<file path="src/verilog/acr_pkg.sv">
// constants shared by the converter control and result register block
package acr_pkg;
	localparam int unsigned CLK_HZ      = 10_000_000;
	localparam int unsigned RES_W       = 10;
	localparam int unsigned CHS_W       = 5;
	localparam int unsigned CS_W        = 3;
	localparam int unsigned DIV_W       = 6;
	// register byte offsets
	localparam logic [3:0] OFF_CTRL0    = 4'h0;
	localparam logic [3:0] OFF_CLKSEL   = 4'h4;
	localparam logic [3:0] OFF_RESH     = 4'h8;
	localparam logic [3:0] OFF_RESL     = 4'hC;
	// field positions
	localparam int unsigned EN_BIT      = 0;
	localparam int unsigned GO_BIT      = 1;
	localparam int unsigned CHS_LSB     = 2;
	localparam int unsigned CS_LSB      = 4;
	localparam int unsigned RESH_W      = 2;
	// reset values
	localparam logic [7:0] CTRL0_RST    = 8'h00;
	localparam logic [7:0] CLKSEL_RST   = 8'h00;
	// conversion clock select codes
	localparam logic [CS_W-1:0] CS_DIV8  = 3'h1;
	localparam logic [CS_W-1:0] CS_DIV16 = 3'h5;
	localparam logic [CS_W-1:0] CS_DIV32 = 3'h2;
	localparam logic [CS_W-1:0] CS_DIV64 = 3'h6;
	localparam logic [CS_W-1:0] CS_OSC   = 3'h3;
	// divider terminal counts (divisor minus one)
	localparam logic [DIV_W-1:0] TC_DIV8  = 6'h07;
	localparam logic [DIV_W-1:0] TC_DIV16 = 6'h0F;
	localparam logic [DIV_W-1:0] TC_DIV32 = 6'h1F;
	localparam logic [DIV_W-1:0] TC_DIV64 = 6'h3F;
	localparam logic [3:0]       TC_OSC   = 4'hF;
	localparam logic [RES_W-1:0] MSB_TRIAL = 10'h200;
	localparam logic [3:0]       MSB_IDX   = 4'h9;
	typedef enum logic [0:0] {ACR_IDLE, ACR_CONV} acr_state_t;
endpackage : acr_pkg

</file>
<file path="src/verilog/acr_top.sv">
// converter control, conversion clock and result registers behind an apb slave
// Behaviour
// - result high bits 1:0 hold result MSBs
// - result high bits 7:2 read zero
// - result low register holds eight LSBs
// - result is a 10-bit unsigned code
// - hold capacitor never discharged after conversion
// - start bit stays set until conversion completes, enable is cleared or sleep is requested
// - enable bit zero powers converter down
// - five-bit channel field routes analog source
// - no conversion during sleep
`timescale 1ns/100ps
module acr_top #(
	parameter int unsigned ADDR_W = 12
) (
	input  wire logic                          pclk,
	input  wire logic                          presetn,
	input  wire logic                          psel,
	input  wire logic                          penable,
	input  wire logic                          pwrite,
	input  wire logic [ADDR_W-1:0]             paddr,
	input  wire logic [31:0]                   pwdata,
	output logic      [31:0]                   prdata,
	output logic                               pready,
	output logic                               pslverr,
	input  wire logic                          sleep_req,
	input  wire logic                          osc_pin,
	input  wire logic                          comp_pin,
	output logic                               adc_power,
	output logic      [acr_pkg::CHS_W-1:0]     chan_sel,
	output logic                               sample_en,
	output logic      [acr_pkg::RES_W-1:0]     dac_code
);
	if (ADDR_W < 5)
		$error("ADDR_W must be at least 5");

	// decode: bit 2 valid, bits 1:0 register index
	function automatic logic [2:0] reg_sel(input logic [ADDR_W-1:0] a);
		if (a[ADDR_W-1:4] != '0)
			return 3'h0;
		unique case (a[3:0])
			acr_pkg::OFF_CTRL0:  return 3'h4;
			acr_pkg::OFF_CLKSEL: return 3'h5;
			acr_pkg::OFF_RESH:   return 3'h6;
			acr_pkg::OFF_RESL:   return 3'h7;
			default:             return 3'h0;
		endcase
	endfunction : reg_sel

	// pin synchronisers: bit 0 comparator, bit 1 oscillator
	logic [1:0] s1_q, s2_q, s3_q, st_q, st_d;
	always_comb
	begin
		st_d = (~(s2_q ^ s3_q) & s3_q) | ((s2_q ^ s3_q) & st_q);
	end
	always_ff @(posedge pclk or negedge presetn)
	begin
		if (!presetn)
		begin
			s1_q <= 2'h0;
			s2_q <= 2'h0;
			s3_q <= 2'h0;
			st_q <= 2'h0;
		end
		else
		begin
			s1_q <= {osc_pin, comp_pin};
			s2_q <= s1_q;
			s3_q <= s2_q;
			st_q <= st_d;
		end
	end
	logic osc_rise;
	assign osc_rise = st_d[1] & ~st_q[1];

	// apb registers and conversion engine
	acr_pkg::acr_state_t             state_q, state_d;
	logic                            en_q, en_d, go_q, go_d;
	logic [acr_pkg::CHS_W-1:0]       chs_q, chs_d;
	logic [acr_pkg::CS_W-1:0]        cs_q, cs_d;
	logic [acr_pkg::RES_W-1:0]       res_q, res_d, trial_q, trial_d;
	logic [3:0]                      idx_q, idx_d, osc_cnt_q, osc_cnt_d;
	logic [acr_pkg::DIV_W-1:0]       div_cnt_q, div_cnt_d, tc;
	logic                            tick_q, tick_d, samp_q, samp_d;
	logic                            rdy_q, rdy_d, err_q, err_d;
	logic [31:0]                     rd_q, rd_d;
	logic [2:0]                      sel;
	logic                            access, run;
	logic [acr_pkg::RES_W-1:0]       keep;

	always_comb
	begin
		sel     = reg_sel(paddr);
		access  = psel & penable & rdy_q;
		rdy_d   = psel & penable & ~rdy_q;
		err_d   = rdy_d & ~sel[2];
		rd_d    = 32'h0000_0000;
		en_d    = en_q;
		chs_d   = chs_q;
		cs_d    = cs_q;
		go_d    = go_q;
		state_d = state_q;
		trial_d = trial_q;
		idx_d   = idx_q;
		res_d   = res_q;
		if (rdy_d && !pwrite && sel[2])
		begin
			unique case (sel[1:0])
				2'h0: rd_d[7:0] = {1'b0, chs_q, go_q, en_q};
				2'h1: rd_d[7:0] = {1'b0, cs_q, 4'h0};
				2'h2: rd_d[7:0] = {6'h00, res_q[acr_pkg::RES_W-1:8]};
				2'h3: rd_d[7:0] = res_q[7:0];
			endcase
		end
		if (access && pwrite && sel == 3'h4)
		begin
			en_d  = pwdata[acr_pkg::EN_BIT];
			chs_d = pwdata[acr_pkg::CHS_LSB +: acr_pkg::CHS_W];
			if (pwdata[acr_pkg::GO_BIT] && pwdata[acr_pkg::EN_BIT] && !sleep_req
				&& state_q == acr_pkg::ACR_IDLE)
			begin
				go_d    = 1'b1;
				state_d = acr_pkg::ACR_CONV;
				trial_d = acr_pkg::MSB_TRIAL;
				idx_d   = acr_pkg::MSB_IDX;
			end
		end
		if (access && pwrite && sel == 3'h5)
			cs_d = pwdata[acr_pkg::CS_LSB +: acr_pkg::CS_W];
		// successive approximation, one trial bit per conversion clock
		keep = trial_q;
		if (!st_q[0])
			keep[idx_q] = 1'b0;
		if (state_q == acr_pkg::ACR_CONV && tick_q)
		begin
			if (idx_q == 4'h0)
			begin
				res_d   = keep;
				go_d    = 1'b0;
				state_d = acr_pkg::ACR_IDLE;
			end
			else
			begin
				trial_d = keep;
				trial_d[idx_q - 4'h1] = 1'b1;
				idx_d   = idx_q - 4'h1;
			end
		end
		if (!en_d || sleep_req)
		begin
			go_d    = 1'b0;
			state_d = acr_pkg::ACR_IDLE;
		end
	end

	// conversion clock enable
	always_comb
	begin
		run       = state_q == acr_pkg::ACR_CONV;
		div_cnt_d = '0;
		osc_cnt_d = osc_cnt_q;
		tick_d    = 1'b0;
		unique case (cs_q)
			acr_pkg::CS_DIV8:  tc = acr_pkg::TC_DIV8;
			acr_pkg::CS_DIV16: tc = acr_pkg::TC_DIV16;
			acr_pkg::CS_DIV32: tc = acr_pkg::TC_DIV32;
			acr_pkg::CS_DIV64: tc = acr_pkg::TC_DIV64;
			default:           tc = '0;
		endcase
		if (!run)
			osc_cnt_d = 4'h0;
		else if (cs_q == acr_pkg::CS_OSC)
		begin
			if (osc_rise)
			begin
				osc_cnt_d = osc_cnt_q + 4'h1;
				tick_d    = osc_cnt_q == acr_pkg::TC_OSC;
			end
		end
		else if (tc != '0)
		begin
			div_cnt_d = (div_cnt_q == tc) ? '0 : div_cnt_q + 6'h01;
			tick_d    = div_cnt_q == tc;
		end
		// sampling switch closed while enabled, idle and out of sleep; hold is left charged
		samp_d = en_d && !sleep_req && state_d == acr_pkg::ACR_IDLE;
	end

	always_ff @(posedge pclk or negedge presetn)
	begin
		if (!presetn)
		begin
			state_q   <= acr_pkg::ACR_IDLE;
			en_q      <= acr_pkg::CTRL0_RST[acr_pkg::EN_BIT];
			go_q      <= acr_pkg::CTRL0_RST[acr_pkg::GO_BIT];
			chs_q     <= acr_pkg::CTRL0_RST[acr_pkg::CHS_LSB +: acr_pkg::CHS_W];
			cs_q      <= acr_pkg::CLKSEL_RST[acr_pkg::CS_LSB +: acr_pkg::CS_W];
			res_q     <= '0;
			trial_q   <= '0;
			idx_q     <= 4'h0;
			div_cnt_q <= '0;
			osc_cnt_q <= 4'h0;
			tick_q    <= 1'b0;
			samp_q    <= 1'b0;
			rdy_q     <= 1'b0;
			err_q     <= 1'b0;
			rd_q      <= 32'h0000_0000;
		end
		else
		begin
			state_q   <= state_d;
			en_q      <= en_d;
			go_q      <= go_d;
			chs_q     <= chs_d;
			cs_q      <= cs_d;
			res_q     <= res_d;
			trial_q   <= trial_d;
			idx_q     <= idx_d;
			div_cnt_q <= div_cnt_d;
			osc_cnt_q <= osc_cnt_d;
			tick_q    <= tick_d;
			samp_q    <= samp_d;
			rdy_q     <= rdy_d;
			err_q     <= err_d;
			rd_q      <= rd_d;
		end
	end

	assign prdata    = rd_q;
	assign pready    = rdy_q;
	assign pslverr   = err_q;
	assign adc_power = en_q;
	assign chan_sel  = chs_q;
	assign sample_en = samp_q;
	assign dac_code  = trial_q;
endmodule : acr_top

</file>
<file path="config.mk">
export PLATFORM = sky130hd
export DESIGN_NAME = acr_top
export DESIGN_NICKNAME = d
export VERILOG_FILES = /design/src/verilog/acr_pkg.sv /design/src/verilog/acr_top.sv
export SDC_FILE = /design/constraint.sdc
export NUM_CORES = 1
export LEC_CHECK = 0
export ABC_CLOCK_PERIOD_IN_PS = 2200
export BUFFER_PORTS_ARGS = -buffer_cell sky130_fd_sc_hd__buf_2
export CAP_MARGIN = 20
export CORE_ASPECT_RATIO = 0.5
export CORE_MARGIN = 10
export CORE_UTILIZATION = 36
export CTS_CLUSTER_DIAMETER = 30
export DETAILED_ROUTE_END_ITERATION = 8
export PLACE_DENSITY_LB_ADDON = 0.25
export SYNTH_ARGS = -nofsm -noshare
export SYNTH_HDL_FRONTEND = slang
export SYNTH_SLANG_ARGS = --single-unit
</file>
<file path="constraint.sdc">
create_clock -name pclk -period 2.2 [get_ports pclk]
set_input_delay 0 -clock pclk [delete_from_list [all_inputs] [get_ports pclk]]
set_output_delay 0 -clock pclk [all_outputs]
set_load 0.02 [all_outputs]
</file>
==> out/results.ini <==
[cts]
cts-root-buf = clkbuf_16
clock_sinks = 65
ctsResizeCount = 0
cts-htree-levels = 3
tritoncts = built
numCtsBuffers = 9
clockBufferDepth = 2
clk-insertion-delay-late_ns = 0.33
cts.reportedPaths.clkPinSlew_ns = 0.05
holdBufCountCts = 13
post-cts-setup-buffers = 0

[global_routing]
grt.overflow.total = 0
antenna_found_initial = 0
grt_pass1_wl_um = 13800
grt_start_max_net_pins = 39
grt_pass1_vias = 2712
gr-usage-all-layers_pct = 12.8

[power]
pwr-share-clk_pct = 50.8
combPwrFrac_pct = 5.2
finalPower_mw = 2.77
p_sw_share_pct = 20.9
p_int_mw = 2.19
p_per_area_mw_per_mm2 = 668
p_leak_nw = 1.96
p_sw_mw = 0.578
vdd_drop_max_v = 0.000455
seqPwrFrac_pct = 44.0

[synth]
synth_area_mm2 = 0.00335
async_reset_ff_share_pct = 100
yosys_register_bits = 65
yosys_warnings = 0
seq_area_frac_synth_pct = 48.5
synthCells = 322
synthFlopType = dfrtp_1
synth.distinct_cells = 56
synth_edf_count = 0
avgSynthCellArea_um2 = 10.4

[setup_path]
crit_fanout = 12
crit_arrival_ns = 2.15
critical_path_class = flip-flop to flip-flop
cp-start-kind = flip-flop
required_ns = 2.36
end_kind = flip-flop

[timing]
fin_crit_ns = 1.99
slew_violations = 0
fin_crit_sh_pct = 90.3
timing.fmax_ghz = 0.503
relSlewSlack_pct = 45.1
rsz0062_at_grt = false
setup_viol = 0
tns_ns = 0
worstMarginPinSlew_ns = 0.823
finClkSkew_ns = 0.00564
finalHoldViolCount = 0
setup_ws_ns = 0.214

[die]
row_count = 24
initial_core_util_pct = 37.7
fp.dieW_um = 156
die_area_mm2 = 0.0138
io_pins = 103
coreArea_mm2 = 0.00889
die_y_um = 88.2

[place]
post-dp-hpwl_um = 6540
port-buffer-count = 53
dp_slack_ns = 0.204
dp.cells = 491
gp_congestion = 0.868

[finish]
drive_above_1_share_pct = 25.4
antenna_cells = 0
synthToLayoutAreaGrowth_pct = 23.5
nNetsFinal = 458
nFillCells = 826
fin_cells = 519

[detailed_routing]
antenna_left = 0
drtIter0Drc = 194
dr.pass1.iters = 4
vias = 2597
routedWlPerCell_um = 16.6
route.detailed.drc = 0
totalWireLength_um = 8610
avgViaCountPerCell = 5.00

[run]
cap_violations = 0

[worst_hold_path]
hold_path.class = primary input to flip-flop

[run_status]
status = complete, no violations

## cell usage in the layout (no fill, tap or decap), types with 3 or more instances in the layout
master,instances
a21oi_1,9
o2bb2ai_1,5
nor2_1,24
nor3_1,9
xor2_1,6
xnor2_1,3
buf_4,13
nor4_2,3
nand2_1,26
mux2i_1,4
conb_1,24
inv_1,9
dfrtp_1,65
o21a_1,3
dlygate4sd3_1,13
a32oi_1,4
and2_1,4
nor4_1,3
a311oi_1,4
ha_1,8
mux2_2,16
o21ai_0,13
nand4_1,6
clkbuf_16,9
or3_1,3
nand3_1,8
buf_2,53
nand4b_1,3
nand2b_1,6
nand3b_1,3
## power groups by stage
stage,clock network (mW),registers [mW],logic (mW)
final,1.41,1.22,0.144
after global routing,1.51,1.22,0.161
after CTS,1.46,1.22,0.144
after detailed placement,0,1.24,0.125
after global placement,0,1.24,0.123
after floorplan,0,1.24,0.0917
## per-stage QoR
step | area [um^2] | hold WS (ns) | utilization [%]
floorplan | 3440 | -0.296 | -
global placement | 3710 | 0.110 | 41.8
finish | 4140 | 0.0392 | 46.6
detailed placement | 3710 | 0.112 | 41.8
global route | 4140 | 0.0528 | 46.6
CTS | 4140 | 0.0152 | 46.6
## state kept, by name, summed over array words and instances (netlist names), named ones only
register,flops
go_q,1
idx_q,4
sample_en,1
prdata,8
cs_q,3
div_cnt_q,6
s1_q,2
s3_q,2
adc_power,1
res_q,10
osc_cnt_q,4
pready,1
dac_code,10
pslverr,1
s2_q,2
st_q,1
run,1
tick_q,1
chan_sel,5
## worst max-delay path: stages, from the launching register on
cell     delay, ns
dfrtp_1       0.38
inv_1         0.13
ha_1          0.43
a21oi_1       0.15
a21oi_1       0.55
mux2i_1       0.18
## synthesized netlist by cell type, types with 2 or more instances
cell type / number / area, um^2
nand2_1: 26 / 97.6
a32oi_1: 4 / 35.0
a211oi_1: 2 / 15.0
nor2_1: 24 / 90.1
or3_1: 3 / 18.8
xor2_1: 6 / 52.6
nand4b_1: 3 / 26.3
nand4_1: 6 / 37.5
nand2b_1: 6 / 37.5
nor3_1: 9 / 45.0
and2_1: 4 / 25.0
o2bb2ai_1: 5 / 43.8
nand3_1: 8 / 40.0
o21a_1: 3 / 22.5
o211ai_1: 2 / 15.0
nor2b_1: 2 / 12.5
o31ai_1: 2 / 15.0
o21ai_0: 13 / 65.1
nor4_1: 3 / 18.8
maj3_1: 2 / 20.0
a221o_1: 2 / 20.0
mux2i_1: 4 / 40.0
a21oi_1: 9 / 45.0
a22o_1: 2 / 17.5
dfrtp_1: 65 / 1630
buf_2: 3 / 15.0
and4_1: 2 / 17.5
mux2_2: 16 / 180
o22ai_1: 2 / 12.5
a311oi_1: 4 / 35.0
nor4_2: 3 / 37.5
clkbuf_1: 8 / 30.0
nor3b_1: 2 / 15.0
and3_1: 2 / 12.5
inv_1: 9 / 33.8
ha_1: 8 / 100
nand3b_1: 3 / 22.5
buf_4: 25 / 188
xnor2_1: 3 / 26.3
## cells by family (layout without fill, tap and decap cells)
group / Yosys count / after routing / synth area share [%]
compound gates: 61 / 61 / 13.2
xor+xnor: 9 / 9 / 2.35
fa+ha+maj: 10 / 10 / 3.58
buf+inv: 46 / 103 / 8.06
flops: 65 / 65 / 48.5
mux: 20 / 20 / 6.57
other cells: 1 / 24 / 0.112
simple gates: 110 / 110 / 17.6
## cell type report
cell class | count | area, um^2 | area share, %
clock buffers | 13 | 260 | 6.29
clock inverters | 2 | 37.5 | 0.907
inverters | 9 | 33.8 | 0.816
multi-input cells | 234 | 1540 | 37.2
flip-flops and latches | 65 | 1630 | 39.3
well taps | 117 | 146 | 3.54
repair buffers | 79 | 493 | 11.9
## routing by layer
layer	track usage, %	up-vias	routed length [um]
met3	4.36	8	474
met4	5.79	0	87
met5	0	-	0
met2	21.7	73	4250
li1	-	1264	-
met1	14.7	1252	3810
## worst paths after layout
check / slack [ns] / cells past startpoint / from / end
worst max-delay path: 0.21 / 5 / idx_q[0] / idx_q[0]
worst min-delay path: 0.04 / 3 / paddr[2] / prdata[7]
worst max register to register: 0.21 / 5 / idx_q[0] / idx_q[0]
worst min register to register: 0.34 / 0 / s1_q[0] / s2_q[0]
max in group asynchronous: 1.20 / 3 / presetn / dac_code[0]
min in group asynchronous: 0.31 / 2 / presetn / s1_q[0]
No activity file was read; power rests on OpenSTA's default activity.
